File: config.mk
export PLATFORM = sky130hd
export DESIGN_NAME = brm_register_bank
export DESIGN_NICKNAME = d
export VERILOG_FILES = /design/src/verilog/brm_pkg.sv /design/src/verilog/brm_reg_mem.sv /design/src/verilog/brm_register_bank.sv
export VERILOG_INCLUDE_DIRS = /design/src /design/src/verilog
export SDC_FILE = /design/constraint.sdc
export NUM_CORES = 1
export LEC_CHECK = 0
export ABC_CLOCK_PERIOD_IN_PS = 11550
export BUFFER_PORTS_ARGS = -buffer_cell sky130_fd_sc_hd__buf_2
export CAP_MARGIN = 20
export CORE_ASPECT_RATIO = 1.4
export CORE_MARGIN = 8
export CORE_UTILIZATION = 55
export CTS_BUF_LIST = sky130_fd_sc_hd__clkbuf_4
export DETAILED_ROUTE_END_ITERATION = 10
export PLACE_DENSITY_LB_ADDON = 0.12
export SYNTH_ARGS = -nofsm -noshare
export SYNTH_HDL_FRONTEND = slang
export SYNTH_SLANG_ARGS = --single-unit
File: constraint.sdc
create_clock -name clock -period 11.55 [get_ports clock]
set_clock_uncertainty 0.15 [all_clocks]
set_input_delay 1.155 -clock clock [delete_from_list [all_inputs] [get_ports clock]]
set_output_delay 1.155 -clock clock [all_outputs]
set_load 0.03 [all_outputs]
File: src/verilog/brm_params.svh
`ifndef BRM_PARAMS_SVH
`define BRM_PARAMS_SVH
// function codes of the read requests
`define BRM_FC_READ_HOLDING 8'h03
`define BRM_FC_READ_INPUT   8'h04
// register offsets
`define BRM_OFS_RUN_STATE       6'h00
`define BRM_OFS_PROCESS_TEMP    6'h03
`define BRM_OFS_PILOT_FLAME     6'h05
`define BRM_OFS_PROCESS_SP      6'h07
`define BRM_OFS_LOW_FIRE_SP     6'h08
`define BRM_OFS_PILOT_OFF_SP    6'h09
`define BRM_OFS_LEVEL_INPUT     6'h0a
`define BRM_OFS_PRESSURE_INPUT  6'h0b
`define BRM_OFS_LOW_TEMP_SP     6'h10
`define BRM_OFS_HIGH_TEMP_SP    6'h11
`define BRM_OFS_TEMP_FIRST      6'h13
`define BRM_OFS_TEMP_LAST       6'h26
`define BRM_OFS_MAIN_FLAME      6'h27
`define BRM_OFS_VALVE_BITS      6'h28
`define BRM_OFS_AUX_PERCENT     6'h29
`define BRM_OFS_SHUTDOWN        6'h2a
`define BRM_OFS_LAST            6'h2a
// valve bitmap positions
`define BRM_VALVE_PILOT_BIT     0
`define BRM_VALVE_SSV_A_BIT     2
`define BRM_VALVE_SSV_B_BIT     4
`define BRM_VALVE_HIGH_FIRE_BIT 6
// value limits
`define BRM_FLAME_FULL          16'h0064
`define BRM_SWITCH_CLOSED       16'h0001
`define BRM_SWITCH_OPEN         16'h0000
`define BRM_NUM_TEMPS           20
`define BRM_NUM_PILOTS          4
`define BRM_REG_DEPTH           64
`endif

File: src/verilog/brm_pkg.sv
package brm_pkg;
  // read request from the frame engine
  typedef struct packed {
    logic [7:0]  func;
    logic [15:0] start;
    logic [7:0]  count;
  } brm_req_type;

  // one answer byte
  typedef struct packed {
    logic       valid;
    logic       last;
    logic [7:0] data;
  } brm_byte_type;

  // live burner controller state
  typedef struct packed {
    logic        firing;
    logic        relighting;
    logic        relight_wait;
    logic        temp_unit_f;
    logic        level_is_loop;
    logic        level_closed;
    logic [15:0] level_percent;
    logic        pressure_is_loop;
    logic        pressure_closed;
    logic [15:0] pressure_percent;
    logic        pilot_on;
    logic        first_safety_valve;
    logic        second_safety_valve;
    logic        high_fire;
    logic [15:0] aux_percent;
    logic [15:0] shutdown_code;
    logic        shutdown_acked;
  } brm_status_type;

  typedef enum logic [1:0] {
    BRM_IDLE = 2'b00,
    BRM_NEXT = 2'b01,
    BRM_HIGH = 2'b11,
    BRM_LOW  = 2'b10
  } brm_state_type;
endpackage : brm_pkg

File: src/verilog/brm_reg_mem.sv
`timescale 1ns/10ps
// small shadow store for the temperature readings, registered read
module brm_reg_mem #(
  parameter int DEPTH = 20,
  parameter int AW    = 5
) (
  // clock
  input  wire logic          clock,
  // write side
  input  wire logic          wr_en,
  input  wire logic [AW-1:0] wr_addr,
  input  wire logic [15:0]   wr_data,
  // read side
  input  wire logic [AW-1:0] rd_addr,
  output logic      [15:0]   rd_data
);
  logic [15:0] mem [DEPTH];

  // memory holds no reset; read data registered for timing
  always_ff @(posedge clock) begin
    if (wr_en) begin
      mem[wr_addr] <= wr_data;
    end
    rd_data <= mem[rd_addr];
  end
endmodule : brm_reg_mem

File: src/verilog/brm_register_bank.sv
`timescale 1ns/10ps
`include "brm_params.svh"
// Contract
// - registers are two-byte, read only
// - input and holding spaces return same values
// - function 0x04 reads input registers
// - function 0x03 reads holding mirror
// - single read: high byte then low
// - multi read: ascending offsets, two bytes each
// - offset 3 process temperature, signed
// - setpoints at 7,8,9,16,17 signed
// - offset 5 pilot flame, any full wins
// - offset 39 main flame, any full wins
// - offset 10 level: switch or percent
// - offset 11 pressure: switch or percent
// - offsets 19-38 temperature inputs in order
// - offset 40 valve bitmap, odd bits zero
// - offset 41 aux output percent
// - offset 42 shutdown code, zero when clear
// - offset 0 run state firing or relight
// - temperatures follow selected unit
module brm_register_bank #(
  parameter int NUM_TEMPS  = `BRM_NUM_TEMPS,
  parameter int NUM_PILOTS = `BRM_NUM_PILOTS
) (
  // clock and reset
  input  wire logic                       clock,
  input  wire logic                       rst,
  // request from frame engine
  input  wire logic                       req_valid,
  input  brm_pkg::brm_req_type            req,
  output logic                            req_ready,
  output logic                            req_reject,
  // answer byte stream
  output brm_pkg::brm_byte_type           rsp,
  input  wire logic                       rsp_ready,
  // controller status
  input  brm_pkg::brm_status_type         status,
  // temperatures, already in the selected unit
  input  wire logic [15:0]                process_temp,
  input  wire logic [15:0]                process_sp,
  input  wire logic [15:0]                low_fire_sp,
  input  wire logic [15:0]                pilot_off_sp,
  input  wire logic [15:0]                low_temp_sp,
  input  wire logic [15:0]                high_temp_sp,
  // temperature input stream, one per update
  input  wire logic                       temp_wr,
  input  wire logic [4:0]                 temp_idx,
  input  wire logic [15:0]                temp_val,
  // flame quality per pilot module
  input  wire logic [NUM_PILOTS*16-1:0]   pilot_flame,
  input  wire logic [NUM_PILOTS*16-1:0]   main_flame,
  // live unit flag for the frame engine
  output logic                            temp_unit_f
);
  import brm_pkg::*;

  brm_state_type state_reg;
  brm_state_type state_next;
  logic [15:0]   addr_reg;
  logic [7:0]    left_reg;
  logic [15:0]   word_reg;
  logic [15:0]   word_next;
  logic [15:0]   mem_rd;
  logic          mem_pend_reg;
  logic [15:0]   pilot_q_reg;
  logic [15:0]   main_q_reg;
  logic [7:0]    byte_reg;
  logic          last_reg;

  // run state: firing, relighting or waiting to relight
  function automatic logic run_active(input brm_status_type s);
    return s.firing | s.relighting | s.relight_wait;
  endfunction : run_active

  // flame quality: any module at full wins, else the best one
  function automatic logic [15:0] flame_merge(input logic [NUM_PILOTS*16-1:0] v);
    logic [15:0] best;
    best = 16'h0000;
    for (int i = 0; i < NUM_PILOTS; i++) begin
      if (v[i*16 +: 16] >= `BRM_FLAME_FULL) begin
        best = `BRM_FLAME_FULL;
      end else if (v[i*16 +: 16] > best && best != `BRM_FLAME_FULL) begin
        best = v[i*16 +: 16];
      end
    end
    return best;
  endfunction : flame_merge

  // switch or loop reading for level and pressure
  function automatic logic [15:0] input_value(input logic is_loop, input logic closed,
                                              input logic [15:0] pct);
    if (is_loop) begin
      return pct;
    end
    return closed ? `BRM_SWITCH_CLOSED : `BRM_SWITCH_OPEN;
  endfunction : input_value

  // both function codes are served from the same map
  function automatic logic func_ok(input logic [7:0] f);
    return (f == `BRM_FC_READ_INPUT) || (f == `BRM_FC_READ_HOLDING);
  endfunction : func_ok

  // temperature slot inside the configured count; unused slots never written
  function automatic logic slot_ok(input logic [5:0] idx);
    return int'(idx) < NUM_TEMPS;
  endfunction : slot_ok

  // flame merge is registered to keep the compare chain out of the read path
  always_ff @(posedge clock or posedge rst) begin
    if (rst) begin
      pilot_q_reg <= 16'h0000;
      main_q_reg  <= 16'h0000;
    end else begin
      pilot_q_reg <= flame_merge(pilot_flame);
      main_q_reg  <= flame_merge(main_flame);
    end
  end

  assign temp_unit_f = status.temp_unit_f;

  // temperature inputs kept in configured order, first at lowest offset
  brm_reg_mem #(
    .DEPTH (NUM_TEMPS),
    .AW    (5)
  ) u_temps (
    .clock   (clock),
    .wr_en   (temp_wr && slot_ok({1'b0, temp_idx})),
    .wr_addr (temp_idx),
    .wr_data (temp_val),
    .rd_addr (5'(addr_reg - 16'(`BRM_OFS_TEMP_FIRST))),
    .rd_data (mem_rd)
  );

  // map decode; reads never change any stored value
  always_comb begin
    word_next = 16'h0000;
    if (addr_reg[15:6] == 10'h000) begin
      case (addr_reg[5:0])
        `BRM_OFS_RUN_STATE:      word_next = {15'h0000, run_active(status)};
        `BRM_OFS_PROCESS_TEMP:   word_next = process_temp;
        `BRM_OFS_PILOT_FLAME:    word_next = pilot_q_reg;
        `BRM_OFS_PROCESS_SP:     word_next = process_sp;
        `BRM_OFS_LOW_FIRE_SP:    word_next = low_fire_sp;
        `BRM_OFS_PILOT_OFF_SP:   word_next = pilot_off_sp;
        `BRM_OFS_LEVEL_INPUT:    word_next = input_value(status.level_is_loop, status.level_closed,
                                                         status.level_percent);
        `BRM_OFS_PRESSURE_INPUT: word_next = input_value(status.pressure_is_loop,
                                                         status.pressure_closed,
                                                         status.pressure_percent);
        `BRM_OFS_LOW_TEMP_SP:    word_next = low_temp_sp;
        `BRM_OFS_HIGH_TEMP_SP:   word_next = high_temp_sp;
        `BRM_OFS_MAIN_FLAME:     word_next = main_q_reg;
        `BRM_OFS_VALVE_BITS: begin
          word_next[`BRM_VALVE_PILOT_BIT]     = status.pilot_on;
          word_next[`BRM_VALVE_SSV_A_BIT]     = status.first_safety_valve;
          word_next[`BRM_VALVE_SSV_B_BIT]     = status.second_safety_valve;
          word_next[`BRM_VALVE_HIGH_FIRE_BIT] = status.high_fire;
        end
        `BRM_OFS_AUX_PERCENT:    word_next = status.aux_percent;
        `BRM_OFS_SHUTDOWN: begin
          // cleared while running or once acknowledged
          if (!run_active(status) && !status.shutdown_acked) begin
            word_next = status.shutdown_code;
          end
        end
        default: begin
          if (addr_reg[5:0] >= `BRM_OFS_TEMP_FIRST && addr_reg[5:0] <= `BRM_OFS_TEMP_LAST
              && slot_ok(addr_reg[5:0] - `BRM_OFS_TEMP_FIRST)) begin
            word_next = mem_rd;
          end
        end
      endcase
    end
  end

  // request acceptance only when idle; other function codes bounced
  assign req_ready  = (state_reg == BRM_IDLE);
  assign req_reject = req_valid && req_ready && (!func_ok(req.func) || req.count == 8'h00);

  // byte sequencer: high byte, low byte, then next offset
  always_comb begin
    state_next = state_reg;
    case (state_reg)
      BRM_IDLE: begin
        if (req_valid && func_ok(req.func) && req.count != 8'h00) begin
          state_next = BRM_NEXT;
        end
      end
      BRM_NEXT: begin
        if (!mem_pend_reg) begin
          state_next = BRM_HIGH;
        end
      end
      BRM_HIGH: begin
        if (rsp_ready) begin
          state_next = BRM_LOW;
        end
      end
      BRM_LOW: begin
        if (rsp_ready) begin
          state_next = (left_reg == 8'h01) ? BRM_IDLE : BRM_NEXT;
        end
      end
      default: state_next = BRM_IDLE;
    endcase
  end

  always_ff @(posedge clock or posedge rst) begin
    if (rst) begin
      state_reg <= BRM_IDLE;
    end else begin
      state_reg <= state_next;
    end
  end

  // one wait cycle so the registered memory read has landed
  always_ff @(posedge clock or posedge rst) begin
    if (rst) begin
      mem_pend_reg <= 1'b0;
    end else begin
      mem_pend_reg <= (state_next == BRM_NEXT) && (state_reg != BRM_NEXT);
    end
  end

  // address walks upward one register per word
  always_ff @(posedge clock or posedge rst) begin
    if (rst) begin
      addr_reg <= 16'h0000;
      left_reg <= 8'h00;
    end else if (state_reg == BRM_IDLE && state_next == BRM_NEXT) begin
      addr_reg <= req.start;
      left_reg <= req.count;
    end else if (state_reg == BRM_LOW && rsp_ready && left_reg != 8'h01) begin
      addr_reg <= addr_reg + 16'h0001;
      left_reg <= left_reg - 8'h01;
    end
  end

  // word captured before its two bytes go out
  always_ff @(posedge clock or posedge rst) begin
    if (rst) begin
      word_reg <= 16'h0000;
    end else if (state_reg == BRM_NEXT && !mem_pend_reg) begin
      word_reg <= word_next;
    end
  end

  // outgoing byte kept in a flop: high half at capture, low half once the high is taken
  always_ff @(posedge clock or posedge rst) begin
    if (rst) begin
      byte_reg <= 8'h00;
    end else if (state_reg == BRM_NEXT && !mem_pend_reg) begin
      byte_reg <= word_next[15:8];
    end else if (state_reg == BRM_HIGH && rsp_ready) begin
      byte_reg <= word_reg[7:0];
    end
  end

  // last flag rides with the final low byte, so a stall cannot glitch it
  always_ff @(posedge clock or posedge rst) begin
    if (rst) begin
      last_reg <= 1'b0;
    end else if (state_reg == BRM_HIGH && rsp_ready) begin
      last_reg <= (left_reg == 8'h01);
    end else if (state_reg == BRM_LOW && rsp_ready) begin
      last_reg <= 1'b0;
    end
  end

  // answer byte from flip-flops; only valid decodes the state
  always_comb begin
    rsp.valid = (state_reg == BRM_HIGH) || (state_reg == BRM_LOW);
    rsp.last  = last_reg;
    rsp.data  = byte_reg;
  end
endmodule : brm_register_bank
; ---- Word level (Yosys, flattened, before mapping)
; Memory sizes are Yosys's and may differ from the RTL's. A register that Yosys moved wholly into a read port is not among the register bits.
; Index checks and enable logic that the tools add are counted.
[op_classes]
addsub = 4
magnitude_cmp = 20
n_eq_ne = 28
mux = 55
n_bitwise = 2
reduce_logical = 36
[ops]
columns = cell, n
row1 = 2-to-1 mux 16 bit, 25
row2 = >= comparator 16 x 7 -> 1 bit (second input constant), 8
row3 = one-hot mux 9 bit (13 select lines), 1
row4 = > comparator 16 bit, 6
row5 = inequality test 16 x 7 -> 1 bit (second input constant), 6
row6 = one-hot mux 1 bit (14 select lines), 4
row7 = one-hot mux 1 bit (13 select lines), 3
row8 = > comparator 16 x 1 -> 1 bit (second input constant), 2
row9 = 2-to-1 mux 8 bit, 4
row10 = equality test 6 x 4 -> 1 bit (second input constant), 4
row11 = equality test 6 bit (second input constant), 4
row12 = logical AND 1 bit, 20
row13 = adder 16 x 1 -> 16 bit (second input constant), 1
row14 = 2-to-1 mux 1 bit, 13
row15 = equality test 6 x 3 -> 1 bit (second input constant), 2
row16 = equality test 6 x 5 -> 1 bit (second input constant), 2
row17 = logical NOT 10 bit, 1
row18 = equality test 8 x 1 -> 1 bit (second input constant), 1
row19 = equality test 8 x 2 -> 1 bit (second input constant), 1
row20 = equality test 8 x 3 -> 1 bit (second input constant), 1
row21 = logical NOT 8 bit, 1
row22 = 2-to-1 mux 2 bit, 4
row23 = inequality test 8 x 1 -> 1 bit (second input constant), 1
row24 = one-hot mux 2 bit (4 select lines), 1
row25 = 19 further kinds, 29
[totals]
reg_bits = 76
mem_bits_rw = 320
wordCells = 155
memories = 1
[memory_table]
columns = name, depth, width, rd, rd_clocked_by_memory_dff, wr, line
row1 = u_temps.mem, 20, 16, 1, 1, 1, brm_reg_mem.sv:17  ; logic [15:0] mem [DEPTH];

; ---- Longest topological paths before layout
[depth]
ltp_word = 15
mapped_depth = 37

; ---- Cells and area by module
; From an unflattened synthesis, not the netlist that was laid out.
[unflattened]
hier_cells = 1669
hier_area_um2 = 20812.5
[modules_own_cells]
columns = mod, instances, cells_each, area_per_inst_um2, seq_area_each_um2
row1 = brm_reg_mem, 1, 682, 12781.0, 9929.5
row2 = brm_register_bank, 1, 987, 8031.5, 1901.8

; ---- Worst setup path before layout
; No wires, ideal clock.
[synth_path]
path_type = in2reg
from = input port pilot_flame[2]
to = register pilot_q_reg[0]
setup_ns = 0.084
arrival_time_ns = 7.992
path_slack_ns = 3.324
cell_stages = 36
path_cell_list = o311ai_0 -> nand3_1 -> nor4_1 -> clkbuf_1 -> nand2_1 -> ha_1 -> nor2b_1 -> o21ai_0 -> a21bo_2 -> a221oi_1 -> or2_2 -> nand4_1 -> a21oi_1 -> inv_1 -> ha_1 -> nor2b_1 -> o211ai_1 -> a21oi_1 -> a211o_1 -> a21oi_1 -> o21ai_0 -> a32oi_1 -> nand2b_1 -> buf_2 -> mux2_2 -> nand2_1 -> ha_1 -> a21o_1 -> a31oi_1 -> o21ai_0 -> o21ai_0 -> o211ai_1 -> o21ba_2 -> o221a_2 -> or4_1 -> a21oi_1
[synth_between]
elab_chain_len = 15
[synth_lines]
columns = element, line
row1 = from (decl), brm_register_bank.sv:51  ; input wire logic [NUM_PILOTS*16-1:0] pilot_flame,
row2 = > comparator 16 x 1 -> 1 bit, brm_register_bank.sv:83  ; end else if (v[i*16 +: 16] > best && best != `BRM_FLAME_FULL) begin
row3 = 2-to-1 mux 16 bit, brm_register_bank.sv:83
row4 = 2-to-1 mux 16 bit *, brm_register_bank.sv:81  ; if (v[i*16 +: 16] >= `BRM_FLAME_FULL) begin
row5 = > comparator 16 bit / inequality test 16 x 7 -> 1 bit (equally long branches), n/a
row6 = logical AND 1 bit (no line), n/a
row7 = 2-to-1 mux 16 bit *, brm_register_bank.sv:83
row8 = 2-to-1 mux 16 bit *, brm_register_bank.sv:81
row9 = > comparator 16 bit / inequality test 16 x 7 -> 1 bit (equally long branches), n/a
row10 = logical AND 1 bit (no line), n/a
row11 = 2-to-1 mux 16 bit *, brm_register_bank.sv:83
row12 = 2-to-1 mux 16 bit *, brm_register_bank.sv:81
row13 = > comparator 16 bit / inequality test 16 x 7 -> 1 bit (equally long branches), n/a
row14 = logical AND 1 bit (no line), n/a
row15 = 2-to-1 mux 16 bit *, brm_register_bank.sv:83
row16 = 2-to-1 mux 16 bit *, brm_register_bank.sv:81
row17 = to (signal assigned), brm_register_bank.sv:115  ; pilot_q_reg <= flame_merge(pilot_flame);
row18 = to (decl), brm_register_bank.sv:66  ; logic [15:0] pilot_q_reg;
; Mark *: on every way between the ends. The rest lies on a longest branch, timed or not.
; A chain may end at the register's enable or synchronous reset.

; ---- Final worst setup path
; Same ends and word-level chain as after synthesis.

==> out/results.md <==
* #FFs+latches synth: 412
* outcome: finished, final reports clean
* worst min path class: flop to flop
* DR WL/cell: 24.8 um
* number of vias after detailed routing: 16.0k
* layout cell share with drive strength beyond 1: 33.6%
* proportion of power drawn by combinational gates: 37.1%
* footprint of the multi-input gates: 8880 um2
* detailed placer's ending HPWL: 48200 um
* cells resized by post-CTS repair: 0
* clock power share: 24.2%
* TritonCTS clock tree: built
* via count of the first global-routing pass: 16.3k
* number of buffers created by CTS: 93
* antenna violations before repair: 7
* number of post-CTS setup repair buffers: 0
* number of pins exceeding their max-slew limit in the final report: 0
* critical path startpoint category: input pin
* DRT Pass-1 Iters: 9
* worst setup path class: input pin to flop
* first-pass GRT wire length: 95900 um
* Leakage: 9.77 nW
* number of clock sinks seen by CTS: 412
* Peak Freq: 0.122 GHz
* internal power: 3.07 mW
* dominant synthesized flop cell: sky130_fd_sc_hd__edfxtp_1
* MaxCap Viol Count: 0
* arrival time worst endpoint: 8730 ps
* Slowest-stage cell, CP: sky130_fd_sc_hd__nor4_1
* fin worst setup slack: 3360 ps
* Largest register FFs: 320
* area added between synthesis and finish: 20.0%
* power density cells: 191 nW/um2
* maximum vdd ir drop: 0.131 mV
* total wire length: 64400 um
* GRT Total Usage: 28.5%
* P_sw: 1.67 mW
* portion of the post-synthesis area used by sequential elements: 57.2%
* fin crit period: 8190 ps
* required time of the worst setup path: 12080 ps
* placement-stage worst setup slack: 2690 ps
* Design Area, Final: 24800 um2
* net switching fraction of the power: 35.3%
* largest cells by area after synthesis: sky130_fd_sc_hd__edfxtp_1 (46%), sky130_fd_sc_hd__dfrtp_1 (9.2%), sky130_fd_sc_hd__mux4_2 (8.7%)
* number of top-level pins: 372
* mean instance size in the synthesized netlist: 13.3 um2
* Yosys cell types: 81
* number of buffers added to fix hold violations after cts: 0
* post-synthesis cell area: 20700 um2
* number of nets in the finished design: 2501
* instance area after placement: 23500 um2
* gpl congestion: 0.998
* top fanout value on the critical path: 16
* most frequent cells in the layout: sky130_fd_sc_hd__buf_2 (369), sky130_fd_sc_hd__edfxtp_1 (320), sky130_fd_sc_hd__clkbuf_4 (133)
* sum of negative setup slack: 0 ps
* total power: 4.74 mW
* total congestion overflow after global routing: 0
* Die ar.: 44200 um2
* post-detailed-route DRC marker count: 0
* headroom to the max-slew limit: 24.4%
* Core Region: 37300 um2
* drt initial violations: 1428
* setup repair after global routing missed its margin: false
* horizontal extent of the die: 180 um
* Skew-Pair Late Insertion Delay: 770 ps
* most common library cell in the layout ignoring fill and taps: sky130_fd_sc_hd__buf_2
* total of endpoints with negative setup slack in the final report: 0
* fraction of registers with async set or reset after synthesis: 18.4%
* largest reg by FF count: u_temps.mem
* storage element area: 11800 um2
* maximum cell stage delay along the critical path: 480 ps
* H-tree Lvls: 3
* Clock Tree Buf Depth: 3
* overall die height: 245 um
* fill count: 2800
* cell type with the largest total area after synthesis: sky130_fd_sc_hd__edfxtp_1
* number of cells produced by synthesis: 1552
* Clock transition at path regs: 70 ps
* crit share post-route: 70.9%
* post-synth top area share: 46.5%
* CTS Root Buffer Type: sky130_fd_sc_hd__clkbuf_4
* Avg Vias per Cell: 6.15
* pin count of the biggest net entering global routing: 77
* type of destination of the critical path: flop
* post-layout utilization of the core: 66.5%
* sequential cell fraction of total power: 38.8%
* post-route antenna net violation count: 0
* number of enable-type register cells in the synthesized netlist: 320
* number of core rows: 84
* Yosys warning count: 0
* Initial Utilization: 55.4%
* worst-margin pin slew: 1130 ps
* Final Hold Fails: 0
* IO buf count: 369
## per-layer routing
metal	wire length (um)	GRT usage, %	vias to the layer above
met4	2530	13.1	2
li1	-	-	7208
met1	24300	33.6	7821
met2	32400	49.5	782
met3	5230	6.33	137
met5	13	0	-
## logic make-up after synthesis
| family | count (synthesis) | share of synthesized area, % |
|---|---|---|
| compound gates | 358 | 12.0 |
| xor+xnor | 12 | 0.508 |
| fa+ha+maj | 97 | 5.85 |
| buf+inv | 109 | 2.03 |
| flops | 412 | 57.2 |
| mux | 141 | 11.9 |
| other cells | 2 | 0.0363 |
| simple gates | 421 | 10.5 |
## worst paths after layout
path | to | cells after the start | startpoint | slack (ps)
min in group asynchronous | byte_reg[0] | 3 | rst | 360
worst max-delay path | pilot_q_reg[0] | 36 | pilot_flame[2] | 3360
worst max register to register | u_temps.rd_data[15] | 8 | addr_reg[0] | 7560
worst min register to register | word_reg[1] | 2 | word_reg[1] | 320
worst min-delay path | word_reg[1] | 2 | word_reg[1] | 320
max in group asynchronous | byte_reg[4] | 4 | rst | 10250
## synthesized netlist by cell type (5+ instances only)
cell	number
sky130_fd_sc_hd__edfxtp_1	320
sky130_fd_sc_hd__nor2_1	97
sky130_fd_sc_hd__ha_1	96
sky130_fd_sc_hd__nand2_1	92
sky130_fd_sc_hd__o21ai_0	88
sky130_fd_sc_hd__a21oi_1	82
sky130_fd_sc_hd__mux4_2	80
sky130_fd_sc_hd__dfrtp_1	76
sky130_fd_sc_hd__clkbuf_1	52
sky130_fd_sc_hd__a22oi_1	50
sky130_fd_sc_hd__inv_1	39
sky130_fd_sc_hd__nand3_1	38
sky130_fd_sc_hd__mux2_2	32
sky130_fd_sc_hd__nand4_1	31
sky130_fd_sc_hd__nor3_1	31
sky130_fd_sc_hd__a222oi_1	28
sky130_fd_sc_hd__mux2i_1	28
sky130_fd_sc_hd__and3_1	26
sky130_fd_sc_hd__a21o_1	25
sky130_fd_sc_hd__nor4_1	21
sky130_fd_sc_hd__nand2b_1	18
sky130_fd_sc_hd__dfxtp_1	16
sky130_fd_sc_hd__nor2b_1	14
sky130_fd_sc_hd__buf_1	13
sky130_fd_sc_hd__a221o_1	12
sky130_fd_sc_hd__a211oi_1	9
sky130_fd_sc_hd__and2_1	9
sky130_fd_sc_hd__nor3b_1	8
sky130_fd_sc_hd__o211ai_1	8
sky130_fd_sc_hd__o311ai_0	8
sky130_fd_sc_hd__xnor2_1	7
sky130_fd_sc_hd__or3_1	6
sky130_fd_sc_hd__a211o_1	5
sky130_fd_sc_hd__and4_1	5
sky130_fd_sc_hd__xor2_1	5
## worst max-delay path: cells and delay by family
family	cells	cell delay [ps]
AO/OA/AOI/OAI	16	3270
adder cells (fa/ha/maj)	3	830
buffers and inverters	4	480
multiplexers	1	400
AND/OR/NAND/NOR	12	2580
## power by group through the flow
stage          Combinational (mW)  Clock [mW]  Sequential (mW)
5_1_grt                      1.90        1.25             1.86
3_3_place_gp                 1.74           0             1.87
6_report                     1.76        1.15             1.84
3_5_place_dp                 1.76           0             1.87
2_1_floorplan                1.25           0             1.79
4_1_cts                      1.77        1.17             1.84
## per-stage QoR
| step | instances | hold WS [ps] |
|---|---|---|
| 2_1_floorplan | 1622 | 289 |
| 3_3_place_gp | 2418 | 302 |
| 3_5_place_dp | 2419 | 309 |
| 4_1_cts | 2582 | 325 |
| 5_1_grt | 2589 | 350 |
| 6_report | 2593 | 320 |
## layout make-up
class	instances	area share (%)
inverter	39	0.595
antenna	6	0.0605
clock buffer	133	4.02
sequential	412	47.7
clock inverter	30	0.877
multi-input combinational	1101	35.8
tap	473	2.38
timing repair buffer	399	8.59
Note: power is estimated with default switching activity, not from simulation.
